==> src/core/pdr_pkg.sv <==
// Shared constants and types for the PHY power and cable diagnostic register bank.
package pdr_pkg;

    // Register port geometry.
    localparam int ADDR_W = 9;
    localparam int DATA_W = 16;

    // Register offsets.
    localparam logic [ADDR_W-1:0] OFS_BACKOFF    = 9'h0ae;
    localparam logic [ADDR_W-1:0] OFS_REGULATOR  = 9'h0d0;
    localparam logic [ADDR_W-1:0] OFS_EST        = 9'h155;
    localparam logic [ADDR_W-1:0] OFS_DIAG_MAIN  = 9'h170;
    localparam logic [ADDR_W-1:0] OFS_DIAG_PULSE = 9'h171;

    // Field positions.
    localparam int BO_LSB           = 6;
    localparam int BO_MSB           = 8;
    localparam int REG_PD_BIT       = 15;
    localparam int EST_TRIG_BIT     = 15;
    localparam int EST_RES_LSB      = 4;
    localparam int EST_RES_MSB      = 11;
    localparam int EST_AVG_MSB      = 2;
    localparam int DG_CROSS_DIS_BIT = 14;
    localparam int DG_TX_BYP_BIT    = 13;
    localparam int DG_RX_BYP_BIT    = 12;
    localparam int DG_KEEP_BIT      = 11;
    localparam int DG_AVG_LSB       = 8;
    localparam int DG_AVG_MSB       = 10;
    localparam int PULSE_MSB        = 3;

    // Values after reset and fixed read values.
    localparam logic [15:0] BO_FIXED_RD     = 16'h8020;
    localparam logic [2:0]  BO_RST          = 3'h0;
    localparam logic [14:0] REG_RSVD_RST    = 15'h0000;
    localparam logic [2:0]  EST_AVG_RST     = 3'h1;
    localparam logic [7:0]  EST_RES_RST     = 8'h00;
    localparam logic        DG_KEEP_RST     = 1'b1;
    localparam logic [2:0]  DG_AVG_RST      = 3'h6;
    localparam logic [2:0]  DG_AVG_RSVD     = 3'h7;
    localparam logic [2:0]  DG_AVG_MAX      = 3'h6;
    localparam logic [6:0]  DG_AVG_CYC_RST  = 7'h40;
    localparam logic [3:0]  PULSE_RST       = 4'hc;
    localparam logic [11:0] PULSE_RSVD_RST  = 12'hc85;

    // Register port request.
    typedef struct packed {
        logic [ADDR_W-1:0] addr;
        logic [DATA_W-1:0] wdata;
        logic              wr;
        logic              rd;
    } pdr_bus_req_t;

    // Reflectometry setup handed to the analog engine.
    typedef struct packed {
        logic       cross_dis;
        logic       tx_byp;
        logic [2:0] avg_code;
        logic [3:0] pulse;
    } pdr_diag_cfg_t;

    typedef enum logic {
        PAIR_TX = 1'b0,
        PAIR_RX = 1'b1
    } pdr_pair_t;

    typedef enum logic [1:0] {
        EST_IDLE = 2'b00,
        EST_BUSY = 2'b01
    } pdr_est_state_t;

endpackage : pdr_pkg

==> src/core/pdr_sc_bit.sv <==
// Self-clearing control bit where a set always wins over a clear.
`timescale 1ns/1ps
module pdr_sc_bit (
    // Clock and reset.
    input  wire logic sys_clk_in,
    input  wire logic rst_in,
    // Control.
    input  wire logic set_in,
    input  wire logic clr_in,
    output logic      q_out
);
    logic q_ff;

    always_ff @(posedge sys_clk_in or posedge rst_in) begin
        if (rst_in) begin
            q_ff <= 1'b0;
        end else if (set_in) begin
            q_ff <= 1'b1;
        end else if (clr_in) begin
            q_ff <= 1'b0;
        end
    end

    assign q_out = q_ff;
endmodule : pdr_sc_bit

==> src/core/pdr_pair_map.sv <==
// Picks the sensed pair and the result slot for each reflectometry shot.
`timescale 1ns/1ps
module pdr_pair_map
    import pdr_pkg::*;
(
    // Setup.
    input  wire logic      cross_dis_in,
    input  wire logic      tx_byp_in,
    // Engine pair indications.
    input  wire pdr_pair_t pulse_pair_in,
    input  wire pdr_pair_t result_pair_in,
    // Mapped pairs.
    output pdr_pair_t      sense_pair_out,
    output pdr_pair_t      result_slot_out
);
    // Cross mode listens on the other pair so that pair-to-pair shorts show up.
    assign sense_pair_out  = cross_dis_in ? pulse_pair_in
                                          : pdr_pair_t'(~pulse_pair_in);
    // With the transmit pair skipped, results land in the receive slots.
    assign result_slot_out = tx_byp_in ? PAIR_RX : result_pair_in;
endmodule : pdr_pair_map

==> src/core/pdr_regs.sv <==
// PHY power back-off, regulator power-down and cable diagnostic setup registers.
`timescale 1ns/1ps
module pdr_regs
    import pdr_pkg::*;
(
    // Clock and reset.
    input  wire logic          sys_clk_in,
    input  wire logic          rst_in,
    // Register port.
    input  wire pdr_bus_req_t  bus_in,
    output logic [DATA_W-1:0]  rdata_out,
    // Power control.
    output logic [2:0]         backoff_level_out,
    output logic               regulator_feedback_output_en_out,
    // Cable length estimator.
    output logic               est_start_out,
    output logic [2:0]         est_avg_out,
    input  wire logic          est_done_in,
    input  wire logic [7:0]    est_result_in,
    // Reflectometry setup and pair routing.
    output pdr_diag_cfg_t      diag_cfg_out,
    output logic               tx_pair_run_out,
    output logic               rx_pair_run_out,
    output logic [6:0]         avg_cycles_out,
    input  wire logic          rx_bypass_in,
    input  wire pdr_pair_t     pulse_pair_in,
    input  wire pdr_pair_t     result_pair_in,
    output pdr_pair_t          sense_pair_out,
    output pdr_pair_t          result_slot_out
);
    // Address decode.
    wire hit_bo    = bus_in.addr == OFS_BACKOFF;
    wire hit_reg   = bus_in.addr == OFS_REGULATOR;
    wire hit_est   = bus_in.addr == OFS_EST;
    wire hit_dg    = bus_in.addr == OFS_DIAG_MAIN;
    wire hit_pulse = bus_in.addr == OFS_DIAG_PULSE;
    wire wr_bo     = bus_in.wr & hit_bo;
    wire wr_reg    = bus_in.wr & hit_reg;
    wire wr_est    = bus_in.wr & hit_est;
    wire wr_dg     = bus_in.wr & hit_dg;
    wire wr_pulse  = bus_in.wr & hit_pulse;

    // Storage.
    logic [2:0]         bo_ff;
    logic [14:0]        reg_rsvd_ff;
    logic               reg_on_ff;
    logic               reg_pd_bit;
    logic [2:0]         est_avg_ff;
    logic [7:0]         est_res_ff;
    logic               est_start_ff;
    pdr_est_state_t     est_state_ff;
    pdr_est_state_t     nxt_est_state;
    pdr_diag_cfg_t      cfg_ff;
    pdr_diag_cfg_t      nxt_cfg;
    logic               keep_ff;
    logic               rx_byp_ff;
    logic               tx_run_ff;
    logic               rx_run_ff;
    logic [6:0]         avg_cyc_ff;
    logic [11:0]        pulse_rsvd_ff;
    pdr_pair_t          sense_ff;
    pdr_pair_t          slot_ff;
    pdr_pair_t          sense_map;
    pdr_pair_t          slot_map;
    logic [DATA_W-1:0]  rdata_ff;

    // Regulator power-down request bit; reads back one for a single cycle.
    wire reg_pd_req = wr_reg & bus_in.wdata[REG_PD_BIT];
    pdr_sc_bit u_reg_pd (
        .sys_clk_in (sys_clk_in),
        .rst_in     (rst_in),
        .set_in     (reg_pd_req),
        .clr_in     (reg_pd_bit),
        .q_out      (reg_pd_bit)
    );

    // The regulator stays down once commanded; only reset brings it back.
    always_ff @(posedge sys_clk_in or posedge rst_in) begin
        if (rst_in) begin
            reg_on_ff <= 1'b1;
        end else if (reg_pd_req) begin
            reg_on_ff <= 1'b0;
        end
    end

    always_ff @(posedge sys_clk_in or posedge rst_in) begin
        if (rst_in) begin
            bo_ff       <= BO_RST;
            reg_rsvd_ff <= REG_RSVD_RST;
        end else begin
            if (wr_bo) begin
                bo_ff <= bus_in.wdata[BO_MSB:BO_LSB];
            end
            if (wr_reg) begin
                reg_rsvd_ff <= bus_in.wdata[14:0];
            end
        end
    end

    // Length estimator run control.
    wire est_trig = wr_est & bus_in.wdata[EST_TRIG_BIT];
    wire est_busy = est_state_ff == EST_BUSY;

    always_comb begin
        nxt_est_state = est_state_ff;
        case (est_state_ff)
            EST_IDLE: begin
                if (est_trig) begin
                    nxt_est_state = EST_BUSY;
                end
            end
            EST_BUSY: begin
                if (est_done_in) begin
                    nxt_est_state = EST_IDLE;
                end
            end
            default: begin
                nxt_est_state = EST_IDLE;
            end
        endcase
    end

    always_ff @(posedge sys_clk_in or posedge rst_in) begin
        if (rst_in) begin
            est_state_ff <= EST_IDLE;
            est_start_ff <= 1'b0;
            est_res_ff   <= EST_RES_RST;
            est_avg_ff   <= EST_AVG_RST;
        end else begin
            est_state_ff <= nxt_est_state;
            est_start_ff <= est_trig & ~est_busy;
            if (est_busy & est_done_in) begin
                est_res_ff <= est_result_in;
            end
            if (wr_est) begin
                est_avg_ff <= bus_in.wdata[EST_AVG_MSB:0];
            end
        end
    end

    // Reflectometry setup.
    always_comb begin
        nxt_cfg = cfg_ff;
        if (wr_dg) begin
            nxt_cfg.cross_dis = bus_in.wdata[DG_CROSS_DIS_BIT];
            nxt_cfg.tx_byp    = bus_in.wdata[DG_TX_BYP_BIT];
            nxt_cfg.avg_code  = bus_in.wdata[DG_AVG_MSB:DG_AVG_LSB];
        end
        if (wr_pulse) begin
            nxt_cfg.pulse = bus_in.wdata[PULSE_MSB:0];
        end
    end

    // The reserved averaging code runs the longest documented count.
    wire [2:0] avg_eff = (nxt_cfg.avg_code == DG_AVG_RSVD) ? DG_AVG_MAX
                                                           : nxt_cfg.avg_code;

    always_ff @(posedge sys_clk_in or posedge rst_in) begin
        if (rst_in) begin
            cfg_ff        <= '{cross_dis: 1'b0, tx_byp: 1'b0,
                               avg_code: DG_AVG_RST, pulse: PULSE_RST};
            keep_ff       <= DG_KEEP_RST;
            pulse_rsvd_ff <= PULSE_RSVD_RST;
            tx_run_ff     <= 1'b1;
            rx_run_ff     <= 1'b1;
            rx_byp_ff     <= 1'b0;
            avg_cyc_ff    <= DG_AVG_CYC_RST;
        end else begin
            cfg_ff     <= nxt_cfg;
            tx_run_ff  <= ~nxt_cfg.tx_byp;
            rx_run_ff  <= ~rx_bypass_in;
            rx_byp_ff  <= rx_bypass_in;
            avg_cyc_ff <= 7'h01 << avg_eff;
            if (wr_dg) begin
                keep_ff <= bus_in.wdata[DG_KEEP_BIT];
            end
            if (wr_pulse) begin
                pulse_rsvd_ff <= bus_in.wdata[15:4];
            end
        end
    end

    // Pair routing for each shot.
    pdr_pair_map u_pair_map (
        .cross_dis_in    (cfg_ff.cross_dis),
        .tx_byp_in       (cfg_ff.tx_byp),
        .pulse_pair_in   (pulse_pair_in),
        .result_pair_in  (result_pair_in),
        .sense_pair_out  (sense_map),
        .result_slot_out (slot_map)
    );

    always_ff @(posedge sys_clk_in or posedge rst_in) begin
        if (rst_in) begin
            sense_ff <= PAIR_RX;
            slot_ff  <= PAIR_TX;
        end else begin
            sense_ff <= sense_map;
            slot_ff  <= slot_map;
        end
    end

    // Read data; unmapped addresses read zero.
    wire [15:0] rd_bo    = BO_FIXED_RD | {7'h00, bo_ff, 6'h00};
    wire [15:0] rd_reg   = {reg_pd_bit, reg_rsvd_ff};
    wire [15:0] rd_est   = {est_busy, 3'h0, est_res_ff, 1'b0, est_avg_ff};
    wire [15:0] rd_dg    = {1'b0, cfg_ff.cross_dis, cfg_ff.tx_byp, rx_byp_ff,
                            keep_ff, cfg_ff.avg_code, 8'h00};
    wire [15:0] rd_pulse = {pulse_rsvd_ff, cfg_ff.pulse};
    wire [15:0] rd_val   = hit_bo    ? rd_bo    :
                           hit_reg   ? rd_reg   :
                           hit_est   ? rd_est   :
                           hit_dg    ? rd_dg    :
                           hit_pulse ? rd_pulse : 16'h0000;

    always_ff @(posedge sys_clk_in or posedge rst_in) begin
        if (rst_in) begin
            rdata_ff <= 16'h0000;
        end else if (bus_in.rd) begin
            rdata_ff <= rd_val;
        end
    end

    assign rdata_out                        = rdata_ff;
    assign backoff_level_out                = bo_ff;
    assign regulator_feedback_output_en_out = reg_on_ff;
    assign est_start_out                    = est_start_ff;
    assign est_avg_out                      = est_avg_ff;
    assign diag_cfg_out                     = cfg_ff;
    assign tx_pair_run_out                  = tx_run_ff;
    assign rx_pair_run_out                  = rx_run_ff;
    assign avg_cycles_out                   = avg_cyc_ff;
    assign sense_pair_out                   = sense_ff;
    assign result_slot_out                  = slot_ff;

    // Checks.
    property p_backoff_write;
        @(posedge sys_clk_in) disable iff (rst_in)
        wr_bo |=> backoff_level_out == $past(bus_in.wdata[BO_MSB:BO_LSB]);
    endproperty
    a_backoff_write: assert property (p_backoff_write)
        else $error("Back-off level did not take the written value.");

    property p_backoff_read;
        @(posedge sys_clk_in) disable iff (rst_in)
        bus_in.rd && hit_bo |=> rdata_out[15] && rdata_out[5]
                                && rdata_out[8:6] == backoff_level_out;
    endproperty
    a_backoff_read: assert property (p_backoff_read)
        else $error("Back-off register read back wrong.");

    property p_reg_pd;
        @(posedge sys_clk_in) disable iff (rst_in)
        reg_pd_req |=> reg_pd_bit && !regulator_feedback_output_en_out
                       ##1 (reg_pd_bit == $past(reg_pd_req));
    endproperty
    a_reg_pd: assert property (p_reg_pd)
        else $error("Regulator power-down bit misbehaved.");

    property p_reg_on;
        @(posedge sys_clk_in) disable iff (rst_in)
        regulator_feedback_output_en_out && !reg_pd_req
            |=> regulator_feedback_output_en_out;
    endproperty
    a_reg_on: assert property (p_reg_on)
        else $error("Regulator turned off without a power-down write.");

    property p_est_avg;
        @(posedge sys_clk_in) disable iff (rst_in)
        wr_est |=> est_avg_out == $past(bus_in.wdata[EST_AVG_MSB:0]);
    endproperty
    a_est_avg: assert property (p_est_avg)
        else $error("Estimator averaging factor not updated.");

    property p_est_start;
        @(posedge sys_clk_in) disable iff (rst_in)
        est_trig && !est_busy |=> est_start_out && est_busy ##1 !est_start_out;
    endproperty
    a_est_start: assert property (p_est_start)
        else $error("Estimator run did not start for one cycle.");

    property p_est_result;
        @(posedge sys_clk_in) disable iff (rst_in)
        est_busy && est_done_in |=> !est_busy
                                    && est_res_ff == $past(est_result_in);
    endproperty
    a_est_result: assert property (p_est_result)
        else $error("Estimator result not captured at run end.");

    property p_sense;
        @(posedge sys_clk_in) disable iff (rst_in)
        ##1 sense_pair_out == ($past(cfg_ff.cross_dis) ? $past(pulse_pair_in)
                               : pdr_pair_t'(~$past(pulse_pair_in)));
    endproperty
    a_sense: assert property (p_sense)
        else $error("Sensed pair does not follow cross mode.");

    property p_slot;
        @(posedge sys_clk_in) disable iff (rst_in)
        cfg_ff.tx_byp |=> result_slot_out == PAIR_RX;
    endproperty
    a_slot: assert property (p_slot)
        else $error("Bypassed transmit pair result not in receive slot.");

    property p_tx_run;
        @(posedge sys_clk_in) disable iff (rst_in)
        tx_pair_run_out == !diag_cfg_out.tx_byp;
    endproperty
    a_tx_run: assert property (p_tx_run)
        else $error("Transmit pair run disagrees with bypass bit.");

    property p_avg_cycles;
        @(posedge sys_clk_in) disable iff (rst_in)
        diag_cfg_out.avg_code != DG_AVG_RSVD
            |-> avg_cycles_out == 7'(7'h01 << diag_cfg_out.avg_code);
    endproperty
    a_avg_cycles: assert property (p_avg_cycles)
        else $error("Averaged cycle count is not two to the code.");

    property p_pulse;
        @(posedge sys_clk_in) disable iff (rst_in)
        wr_pulse |=> diag_cfg_out.pulse == $past(bus_in.wdata[PULSE_MSB:0]);
    endproperty
    a_pulse: assert property (p_pulse)
        else $error("Pulse control not updated.");
endmodule : pdr_regs

==> config.mk <==
export PLATFORM = sky130hd
export DESIGN_NAME = pdr_regs
export DESIGN_NICKNAME = d
export VERILOG_FILES = /design/src/core/pdr_pkg.sv /design/src/core/pdr_sc_bit.sv /design/src/core/pdr_pair_map.sv /design/src/core/pdr_regs.sv
export SDC_FILE = /design/constraint.sdc
export NUM_CORES = 1
export LEC_CHECK = 0
export BUFFER_PORTS_ARGS = -buffer_cell sky130_fd_sc_hd__buf_2
export CORE_MARGIN = 8
export CORE_UTILIZATION = 58
export DETAILED_ROUTE_END_ITERATION = 10
export PLACE_DENSITY = 0.83
export SLEW_MARGIN = 5
export SYNTH_ARGS = -nofsm -noshare
export SYNTH_HDL_FRONTEND = slang
export SYNTH_SLANG_ARGS = --single-unit
==> constraint.sdc <==
create_clock -name sys_clk_in -period 3.8 [get_ports sys_clk_in]
set_input_delay 0.19 -clock sys_clk_in [delete_from_list [all_inputs] [get_ports sys_clk_in]]
set_output_delay 0.19 -clock sys_clk_in [all_outputs]
set_load 0.01 [all_outputs]
# Yosys cells after proc, flatten, opt, wreduce, memory -nomap -nowiden
# Index checks and enable logic that the tools add are counted.
# op_classes
bitwise_logic	13
n_eq_ne	9
muxes	13
shifts	1
reduce_logical	2
# op_table
operator	count
$mux W16	5
$eq A9 B9 Y1 const B	3
$eq A9 B8 Y1 const B	2
$and A1 B1 Y1	9
$shl A1 B3 Y7 const A	1
$mux W2	2
$mux W4	1
$ne A2 B2 Y1 const B	2
$not A1 Y1	4
$pmux W2 S2	1
$eq A3 B3 Y1 const B	1
$mux W1	3
$mux W3	1
$eq A2 B1 Y1 const B	1
$logic_not A2 Y1	1
$reduce_and A2 Y1	1
# word_totals
out_inout_bits	44
elab_cells	59
register_bits	84
in_bits	41

# Depth between registers and ports, before layout
# Gate-level depths: netlist (run 1).
# depth
word_depth	6
depth_mapped	7
mapped_depth_nobuf	5

# By module
# Synthesis (run 1) repeated with hierarchy kept, for this count alone.
# hier_totals
hier_cells	305
area_unflattened_um2	3880.0
# modules_own_cells
mod	seq_area_each_um2	cells_per_inst	instances	area_per_inst_um2
pdr_regs	2072.0	299	1	3824.9
pdr_sc_bit	25.0	4	1	40.0
pdr_pair_map	0.0	2	1	15.0

# Worst setup path before layout (run 1)
# OpenSTA, ideal clock, no wires.
# synth_path
path_type	input to register
startpoint	in bus_in[18] (netlist name)
endpoint	reg cfg_ff, in the netlist diag_cfg_out[8]
path_buffers	3
path_stages	6
arrival_ns	1.949
slack_ns	1.726
setup_ns	0.125
t_required_ns	3.675
cell_sequence	buf_6 or4_4 buf_6 or4_4 buf_6 mux2_4
# synth_between
elab_chain_cells	2
# synth_lines
item	line	text
start, declared	pdr_regs.sv:10	input wire pdr_bus_req_t bus_in,
$eq A9 B9 Y1	pdr_regs.sv:35	wire hit_dg = bus_in.addr == OFS_DIAG_MAIN;
$and A1 B1 Y1	pdr_regs.sv:40	wire wr_dg = bus_in.wr & hit_dg;
end signal, assigned	pdr_regs.sv:160	cfg_ff <= '{cross_dis: 1'b0, tx_byp: 1'b0,
end signal, assigned	pdr_regs.sv:169	cfg_ff <= nxt_cfg;
end, declared	pdr_regs.sv:53	pdr_diag_cfg_t cfg_ff;
# No other way between the ends.
# A chain may end at the register's enable or synchronous reset.

# Worst setup path after layout (run 1)
# layout_path
startpoint	in bus_in[25] (netlist name)
endpoint	reg est_avg_ff[2], in the netlist est_avg_out[2]
# layout_between
elab_chain_cells	2
# layout_lines
item	line	text
$eq A9 B9 Y1	pdr_regs.sv:34	wire hit_est = bus_in.addr == OFS_EST;
$and A1 B1 Y1	pdr_regs.sv:39	wire wr_est = bus_in.wr & hit_est;
end signal, assigned	pdr_regs.sv:136	est_avg_ff <= bus_in.wdata[EST_AVG_MSB:0];
end, declared	pdr_regs.sv:48	logic [2:0] est_avg_ff;
# No other way between the ends.

==> results of run 1 <==
-- how the worst min path moves through the flow --
stage | from | to | slack, ns | depth (start not counted)
5_1_grt | est_done_in | est_state_ff[0] | 0.02 | 2
4_1_cts | est_done_in | est_state_ff[0] | 0.02 | 2
6_report | est_done_in | est_state_ff[0] | 0.03 | 2
3_3_place_gp | rst_in | rdata_out[0] | 0.31 | 2
2_1_floorplan | rx_bypass_in | rx_pair_run_out | 0.22 | 1
3_5_place_dp | rst_in | rdata_out[0] | 0.32 | 2
-- synth_stat cells (2+ instances only) --
library cell,number
buf_6,3
mux2_4,4
nor2b_1,8
mux2i_1,8
a32oi_1,2
mux2_2,44
o32ai_1,7
nand2_1,8
inv_1,12
nor4_1,6
o31ai_1,2
nand3_1,6
dfrtp_1,67
o211ai_1,3
a22oi_1,3
buf_4,2
a221oi_1,7
o21ai_0,2
dfstp_2,16
nand3b_1,2
a311oi_1,3
nor2_1,23
buf_2,4
a21oi_1,5
clkbuf_1,9
a31oi_1,3
or4_4,2
and2_1,6
nand2b_1,2
-- per-stage QoR --
stage / util / hold slack [ns] / std cells / setup WS, ns
after global placement: 0.664 / 0.308 / 437 / 1.27
after detailed placement: 0.664 / 0.316 / 437 / 1.18
after CTS: 0.698 / 0.0239 / 456 / 1.54
after global routing: 0.698 / 0.0151 / 456 / 1.39
after floorplan: - / 0.216 / 290 / 1.50
final: 0.698 / 0.0277 / 456 / 1.48
-- final cells by class --
type,count,area (um2)
Inverter,13,50.0
Clock buffer,11,131
Sequential cell,83,2100
Tap cell,77,96.3
Timing Repair Buffer,91,480
Multi-Input combinational cell,176,1450
Fill cell,458,1880
Clock inverter,5,55.1
-- state kept, by name, indices dropped and copies added (netlist names) --
name / count
avg_cycles_out: 7
backoff_level_out: 3
diag_cfg_out: 9
est_avg_out: 3
est_res_ff: 8
est_start_out: 1
est_state_ff: 1
keep_ff: 1
pulse_rsvd_ff: 12
rdata_out: 16
reg_rsvd_ff: 15
regulator_feedback_output_en_out: 1
result_slot_out: 1
rx_byp_ff: 1
rx_pair_run_out: 1
sense_pair_out: 1
tx_pair_run_out: 1
u_reg_pd.q_out: 1
-- cells by family after synthesis --
family / count (synthesis)
and+or+nand+nor: 75
buffers and inverters: 31
AOI/OAI and AO/OA: 41
DFF: 83
muxes: 59
xor gates and xnor gates: 1
-- layer usage --
| layer | vias up | wire, um | share of wire |
|---|---|---|---|
| met2 | 103 | 4440 | 0.50 |
| met4 | 2 | 156 | 0.018 |
| met5 | - | 13 | 0.0015 |
| met3 | 16 | 695 | 0.079 |
| met1 | 1357 | 3530 | 0.40 |
| li1 | 1215 | - | - |
-- where the power goes --
part           internal [mW]  switching [mW]  total, mW  leakage [nW]
logic                 0.0482          0.0710      0.119          1.05
registers              0.907          0.0123      0.919          1.08
clock network          0.302           0.303      0.605        0.0893
-- repair_timing --
action / CTS / global route
hold endpoints to repair: 37 / 0
setup endpoints to repair: 0 / 0
hold buffers: 3 / 0
resized for setup: 0 / 0
==> results.json, run 1 <==
{
  "worstSetupStartpoint": "bus_in[25]",
  "slowest_delay_ns": 0.85,
  "cts_sinks": 83,
  "maxCapViolations": 0,
  "drt_iter0_markers": 160,
  "final_max_slew_viol_count": 0,
  "critPathTopFamily": "simple AND/OR/NAND/NOR gates",
  "cp_data_arrival_time_ns": 2.55,
  "crit_type": "input pin to register",
  "cp_num_cells": 5,
  "worst_slew_pin_slew_ns": 1.03,
  "rows": 29,
  "min_period_over_period": 0.610,
  "critPathLaunchType": "input pin",
  "grt_max_degree": 43,
  "cp-endpoint": "est_avg_out[2]",
  "coreArea_um2": 6240,
  "numCtsBuffers": 9,
  "synth.distinct_cells": 50,
  "dr.pass1.iters": 5,
  "nNetsFinal": 415,
  "root_buffer": "clkbuf_8",
  "met2_usage": 0.333,
  "reg2regPathDepth": 4,
  "final_cell_mix": "buf_2 (84), dfrtp_1 (67), mux2_2 (44)",
  "synthesis.area_um2": 3690,
  "slowest_stage": "nor2_1",
  "antenna_cells": 0,
  "crit_path_cell_trace": "buf_2 -> or4b_1 -> nor2_1 -> nand3_1 -> mux2_2",
  "synth-xor-area-share": 0.00237,
  "final_common_cell": "buf_2",
  "pin_count": 85,
  "worst-path-buf-inv": 1,
  "grt_pass1_vias": 2850,
  "grt_antenna_before_repair": 1,
  "wire_per_inst_um": 19.4,
  "start_util": 0.591,
  "detail_route.vias_per_cell": 5.91,
  "setup_violations": 0,
  "p_leak_nw": 2.23,
  "ir_worst_vdd_mv": 0.301,
  "drc_errors": 0,
  "yosysSeqAreaShare": 0.569,
  "yosysWarnings": 0,
  "dpl-instance-area_um2": 4140,
  "design_area_um2": 4360,
  "drt_wl_total_um": 8830,
  "clockBufferDepth": 2,
  "die_h_um": 95.7,
  "busiest_layer": "met2",
  "grtUsageTotal": 0.201,
  "async_flop_share": 1.00,
  "grt_pass1_wl_um": 14000,
  "synth_edf_count": 0,
  "slew_headroom": 0.313,
  "hpwl_um": 6240,
  "critPathMaxFanout": 14,
  "h-tree-depth": 3,
  "cp-end-kind": "register",
  "routabilityCongestion": 0.882,
  "fmax_mhz": 431,
  "cts_tree": "built",
  "period_needed_ns": 2.32,
  "syn2layout_area_growth_pct": 18.1,
  "yosysTopAreaCellShare": 0.455,
  "synth_fp_nets": 331,
  "use_met3": 0.0445,
  "insertion_delay_ns": 0.35,
  "cts_setup_buffers": 0,
  "dieArea_um2": 9170,
  "num_vias": 2693,
  "tns_ns": 0,
  "yosys.area_share.adder": 0,
  "total_power_mw": 1.64,
  "synth.area.top_cells": "dfrtp_1 (45%), mux2_2 (13%), dfstp_2 (11%)",
  "status": "complete, no violations",
  "drt.antenna.violating_nets": 0,
  "synth_top_family_by_area": "multiplexers",
  "cp.required_ns": 4.03,
  "fin_skew_ns": 0.0151,
  "rrSetupSlack_ns": 2.42,
  "synth_cells": 290,
  "yosysTopAreaCell": "dfrtp_1",
  "worst_r2r_endpoint": "rdata_out[10]",
  "yosys.area_share.simple": 0.117,
  "die_w_um": 95.7,
  "synthMuxAreaShare": 0.185,
  "drive_gt1_frac": 0.467,
  "use_met1": 0.246,
  "hp-class": "input pin to register",
  "rsz0062_at_grt": "no",
  "syn_avg_cell_area_um2": 12.7,
  "reg2reg_from": "diag_cfg_out[6]",
  "port_buffers": 84,
  "power.density_nw_per_um2": 377,
  "grt.overflow.total": 0,
  "ys_ff_latch": 83,
  "synth_compound_area_frac": 0.0855,
  "final-hold-violation-count": 0,
  "ys.flop_type": "dfrtp_1",
  "clk_pin_slew_ns": 0.08
}
Note: power is estimated with default switching activity, not from simulation.
==> inputs of run 2 (changes only) <==
CORE_UTILIZATION = 54   (was 58)
PLACE_DENSITY = 0.78   (was 0.83)
clock period = 2.25 ns   (was 3.8 ns; I/O delays follow)
==> run 2 against run 1 <==
Against the previous run:
- sequential cell count stayed put
- power is 78% higher
- core utilization is 1.6 points lower
- register-to-register slack worse by 1.6 ns
- combinational power is 90% higher
- clock-buffer cell count is 3 higher
- routed wire length is 0.60% higher
- critical path type unchanged
- largest cell class unchanged
==> results.json, run 2 (synthesized netlist as in run 1, its figures left out) <==
{
  "rsz0062_at_grt": "no",
  "nNetsFinal": 435,
  "clk_pin_slew_ns": 0.08,
  "die_h_um": 98.6,
  "p_int_mw": 2.29,
  "slowest_stage": "or4b_1",
  "setup_violations": 0,
  "slowest_delay_ns": 0.68,
  "coreArea_um2": 6720,
  "drc_errors": 0,
  "grt_max_degree": 50,
  "cp-end-kind": "register",
  "numCtsBuffers": 9,
  "p_leak_nw": 2.34,
  "cts_tree": "built",
  "cts_setup_buffers": 0,
  "crit_type": "input pin to register",
  "critPathTopFamily": "simple AND/OR/NAND/NOR gates",
  "grt.overflow.total": 0,
  "root_buffer": "clkbuf_8",
  "maxCapViolations": 0,
  "h-tree-depth": 3,
  "hpwl_um": 6410,
  "syn2layout_area_growth_pct": 24.3,
  "drive_gt1_frac": 0.454,
  "critPathLaunchType": "input pin",
  "grt_antenna_before_repair": 0,
  "detail_route.vias_per_cell": 5.65,
  "final_cell_mix": "buf_2 (84), dfrtp_1 (67), mux2_2 (44)",
  "final-hold-violation-count": 0,
  "worst_slew_pin_slew_ns": 0.621,
  "dieArea_um2": 9730,
  "status": "complete, no violations",
  "drt_wl_total_um": 8880,
  "final_common_cell": "buf_2",
  "tns_ns": 0,
  "largest_reg_flops": 16,
  "p_switching_uw": 632,
  "grt_pass1_wl_um": 14500,
  "wire_per_inst_um": 18.5,
  "crit_path_cell_trace": "buf_2 -> or4b_1 -> nor4b_4 -> nand2_2 -> mux2_2",
  "fillers": 487,
  "drt_iter0_markers": 169,
  "pwr-share-seq": 0.531,
  "port_buffers": 84,
  "antenna_cells": 0,
  "num_vias": 2705,
  "min_period_over_period": 0.774,
  "critPathMaxFanout": 16,
  "ir_worst_vdd_mv": 0.338,
  "fin_skew_ns": 0.0129,
  "worst-path-buf-inv": 1,
  "power.density_nw_per_um2": 638,
  "drt.antenna.violating_nets": 0,
  "swShare": 0.216,
  "hp-class": "input pin to register",
  "rows": 30,
  "p_comb_frac": 0.077,
  "dr.pass1.iters": 4,
  "period_needed_ns": 1.74,
  "pin_count": 85,
  "cp_data_arrival_time_ns": 1.97,
  "insertion_delay_ns": 0.35,
  "start_util": 0.549,
  "grtUsageTotal": 0.188,
  "slew_headroom": 0.586,
  "grt_pass1_vias": 2844,
  "pwr-share-clk": 0.392,
  "cts_sinks": 83,
  "cts_resized": 0,
  "clockBufferDepth": 2,
  "fmax_mhz": 574,
  "die_w_um": 98.6,
  "cp.required_ns": 2.48,
  "routabilityCongestion": 0.767,
  "final_max_slew_viol_count": 0,
  "utilization": 0.682
}
[run 2: cell count changes in the layout (fill, tap and decap cells not counted)]
cell	before	now
dlygate4sd3_1	3	17
buf_4	4	9
clkbuf_1	2	4
clkinv_2	3	1
clkinvlp_4	2	0
buf_12	0	1
bufinv_16	1	2
clkbuf_8	9	10
[run 2: power by group through the flow]
stage / Sequential (mW) / Combinational [mW] / Clock, mW
final: 1.55 / 0.226 / 1.15
after global routing: 1.56 / 0.250 / 1.23
after CTS: 1.55 / 0.227 / 1.16
after detailed placement: 1.58 / 0.206 / 0
after global placement: 1.58 / 0.201 / 0
after floorplan: 1.58 / 0.101 / 0
[run 2: worst paths after layout]
| check | cells after the start | startpoint | end | slack [ns] |
|---|---|---|---|---|
| worst max register to register | 4 | keep_ff | rdata_out[11] | 0.79 |
| worst min register to register | 1 | regulator_feedback_output_en_out | regulator_feedback_output_en_out | 0.49 |
| worst max-delay path | 5 | bus_in[25] | pulse_rsvd_ff[5] | 0.51 |
| min in group asynchronous | 3 | rst_in | reg_rsvd_ff[11] | 0.36 |
| worst min-delay path | 2 | bus_in[7] | reg_rsvd_ff[5] | 0.02 |
| max in group asynchronous | 4 | rst_in | diag_cfg_out[3] | 1.18 |
[run 2: per-stage QoR]
step	power, mW	std cells	cell area, um2	setup slack (ns)	hold WS [ns]
finish	2.92	479	4590	0.509	0.0195
global route	3.03	479	4590	0.435	0.0142
global placement	1.78	446	4200	0.236	0.202
floorplan	1.68	290	3690	0.0272	0.139
detailed placement	1.79	446	4200	0.168	0.202
CTS	2.94	477	4570	0.541	0.00434
[run 2: timing repair]
item,CTS,global route
hold buffers,15,2
endpoints found under the hold margin,40,3
setup endpoints to repair,0,0
[run 2: worst reg2reg max path, cell delays in order, from the launching register on]
cell and delay (ns):
dfstp_2 0.54, mux2i_1 0.06, nor4_1 0.32, a311oi_1 0.11, o32ai_1 0.33
[run 2: area by class of cell]
class                      instances  area [um2]  area share
clock buffer                      14         153      0.0333
clock inverter                     2        60.1      0.0131
inverter                          13        50.0      0.0109
multi-input combinational        176        1450       0.316
sequential                        83        2100       0.457
tap                               80         100      0.0218
timing repair buffer             111         678       0.148
[run 2: routing by layer]
layer  up-vias  wire length [um]  track usage
li1       1263                 -            -
met2        77              4410        0.317
met3        11               440       0.0458
met4         0               149       0.0803
met5         -                 0            0
met1      1354              3880        0.225
==> inputs of run 3 (changes only) <==
ABC_AREA = 1   (was not set)
clock period = 1.8 ns   (was 2.25 ns; I/O delays follow)
==> run 3 against run 2 <==
Against the previous run:
- power increased by 21%
- worst setup slack improved by 0.054 ns
- global-route usage increased by 1.1 points
- design area increased by 2.0%
- sequential cell count unchanged
- die area increased by 3.2%
- combinational power increased by 45%
- clock power increased by 9.6%
- via count increased by 18%
- critical path type is now register to register
==> results.json, run 3 <==
{
  "dr.pass1.iters": 5,
  "synth.distinct_cells": 34,
  "port_buffers": 84,
  "insertion_delay_ns": 0.36,
  "antenna_cells": 0,
  "final-hold-violation-count": 0,
  "rows": 30,
  "reg2reg_from": "est_state_ff[0]",
  "worst_slew_pin_slew_ns": 0.525,
  "ys.flop_type": "dfrtp_1",
  "pin_count": 85,
  "grt_pass1_wl_um": 15500,
  "start_util": 0.560,
  "critPathLaunchType": "register",
  "cts_hold_buf": 19,
  "cts_resized": 0,
  "root_buffer": "clkbuf_8",
  "reg2regPathDepth": 2,
  "grt_pass1_vias": 3163,
  "worst-path-buf-inv": 0,
  "final_cell_mix": "nand2_1 (132), buf_2 (84), dfrtp_1 (67)",
  "period_needed_ns": 1.24,
  "dpl-instance-area_um2": 4300,
  "hp-class": "input pin to register",
  "synth_cells": 439,
  "fmax_mhz": 808,
  "drt.antenna.violating_nets": 0,
  "largest_reg_flops": 16,
  "rsz0062_at_grt": "no",
  "cts_tree": "built",
  "syn_avg_cell_area_um2": 8.72,
  "syn2layout_area_growth_pct": 22.2,
  "nNetsFinal": 582,
  "cp.required_ns": 2.05,
  "routabilityCongestion": 0.863,
  "yosysTopAreaCell": "dfrtp_1",
  "numCtsBuffers": 9,
  "synthesis.area_um2": 3830,
  "grt.overflow.total": 0,
  "detail_route.vias_per_cell": 4.98,
  "cp_data_arrival_time_ns": 1.49,
  "grt_antenna_before_repair": 0,
  "m1WireLength_um": 4150,
  "hpwl_um": 7080,
  "ys_ff_latch": 83,
  "yosysTopAreaCellShare": 0.438,
  "die_w_um": 100,
  "h-tree-depth": 3,
  "fin_skew_ns": 0.00511,
  "synth_fp_nets": 480,
  "drt_iter0_markers": 187,
  "cp_num_cells": 2,
  "cp-end-kind": "register",
  "slew_headroom": 0.648,
  "die_h_um": 100,
  "power.density_nw_per_um2": 759,
  "yosysWarnings": 0,
  "total_power_mw": 3.55,
  "cts_setup_buffers": 0,
  "holdCritStartpoint": "bus_in[14]",
  "grtUsageTotal": 0.199,
  "final_max_slew_viol_count": 0,
  "synth_most_common_cell": "nand2_1",
  "critPathMaxFanout": 12,
  "slowest_stage": "mux2_2",
  "cp-endpoint": "est_res_ff[3]",
  "routed.top_layer": "met4",
  "design_area_um2": 4680,
  "p_leak_nw": 2.45,
  "rrSetupSlack_ns": 0.56,
  "drive_gt1_frac": 0.293,
  "clockBufferDepth": 2,
  "coreArea_um2": 6830,
  "async_flop_share": 1.00,
  "yosysSeqAreaShare": 0.548,
  "slowest_delay_ns": 0.40,
  "worstSetupStartpoint": "est_state_ff[0]",
  "clk_pin_slew_ns": 0.09,
  "ir_worst_vdd_mv": 0.583,
  "tns_ns": 0,
  "worst_r2r_endpoint": "est_res_ff[3]",
  "yosys-top-cells-count": "nand2_1 (132), dfrtp_1 (67), inv_1 (49)",
  "crit_type": "register to register",
  "num_vias": 3195,
  "met3RoutedLength_um": 650,
  "setup_violations": 0,
  "drt_wl_total_um": 9470,
  "drc_errors": 0,
  "critPathTopFamily": "multiplexers",
  "maxCapViolations": 0,
  "hold_slack_ns": 0.00297,
  "synth.area.top_cells": "dfrtp_1 (44%), nand2_1 (13%), dfstp_2 (11%)",
  "final_common_cell": "nand2_1",
  "cts_sinks": 83,
  "min_period_over_period": 0.688,
  "status": "complete, no violations",
  "dr_wl_met2_um": 4500,
  "grt_max_degree": 84,
  "dieArea_um2": 10000,
  "crit_path_cell_trace": "nand2_1 -> mux2_2",
  "wire_per_inst_um": 14.7,
  "synth_edf_count": 0
}
run 3: cell types whose count changed in the layout (fill, tap and decap cells not counted), moves of 13 or more:
cell	delta
inv_1	+37
mux2_2	-40
nand2_1	+124
nor2_1	+18
o21ai_0	+18
o21ai_1	+21
o21ai_2	+13
run 3: worst min path at each step:
stage / to / cells past startpoint
after floorplan: rx_pair_run_out / 1
after global routing: pulse_rsvd_ff[8] / 3
after detailed placement: rx_byp_ff / 1
final: pulse_rsvd_ff[8] / 3
after CTS: pulse_rsvd_ff[8] / 3
after global placement: rx_byp_ff / 1
run 3: kinds of logic after synthesis:
| kind of cell | share of synthesized area |
|---|---|
| compound gates | 0.0997 |
| simple gates | 0.256 |
| xor+xnor | 0.00229 |
| mux | 0.0118 |
| buf+inv | 0.0824 |
| flops | 0.548 |
run 3: report_power, final:
part	leakage, nW	switching (mW)	internal [mW]	total (mW)
combinational	1.30	0.194	0.132	0.327
sequential	1.06	0.0338	1.93	1.97
clock	0.0893	0.709	0.548	1.26
total	2.45	0.938	2.61	3.55
run 3: routing by layer:
layer | GRT usage | vias up
met5 | 0 | -
li1 | - | 1580
met4 | 0.0860 | 0
met3 | 0.0443 | 15
met2 | 0.317 | 98
met1 | 0.256 | 1502
run 3: final cells by class:
cell class | count | area, um2
clock buffer | 10 | 138
clock inverter | 6 | 46.3
fill | 571 | 2150
inverter | 53 | 203
multi-input combinational | 288 | 1420
sequential | 83 | 2100
tap | 96 | 120
timing repair buffer | 106 | 658
run 3: worst register-to-register path: stages, from the launching register on:
cell     delay, ns
dfrtp_1       0.38
nand2_1       0.34
mux2_2        0.40
run 3: per-stage QoR:
| step | setup WS, ns | utilization | instances |
|---|---|---|---|
| after floorplan | 0.585 | - | 439 |
| after global placement | 0.203 | 0.630 | 607 |
| after detailed placement | 0.215 | 0.630 | 607 |
| after CTS | 0.570 | 0.685 | 642 |
| after global routing | 0.356 | 0.685 | 642 |
| final | 0.562 | 0.685 | 642 |
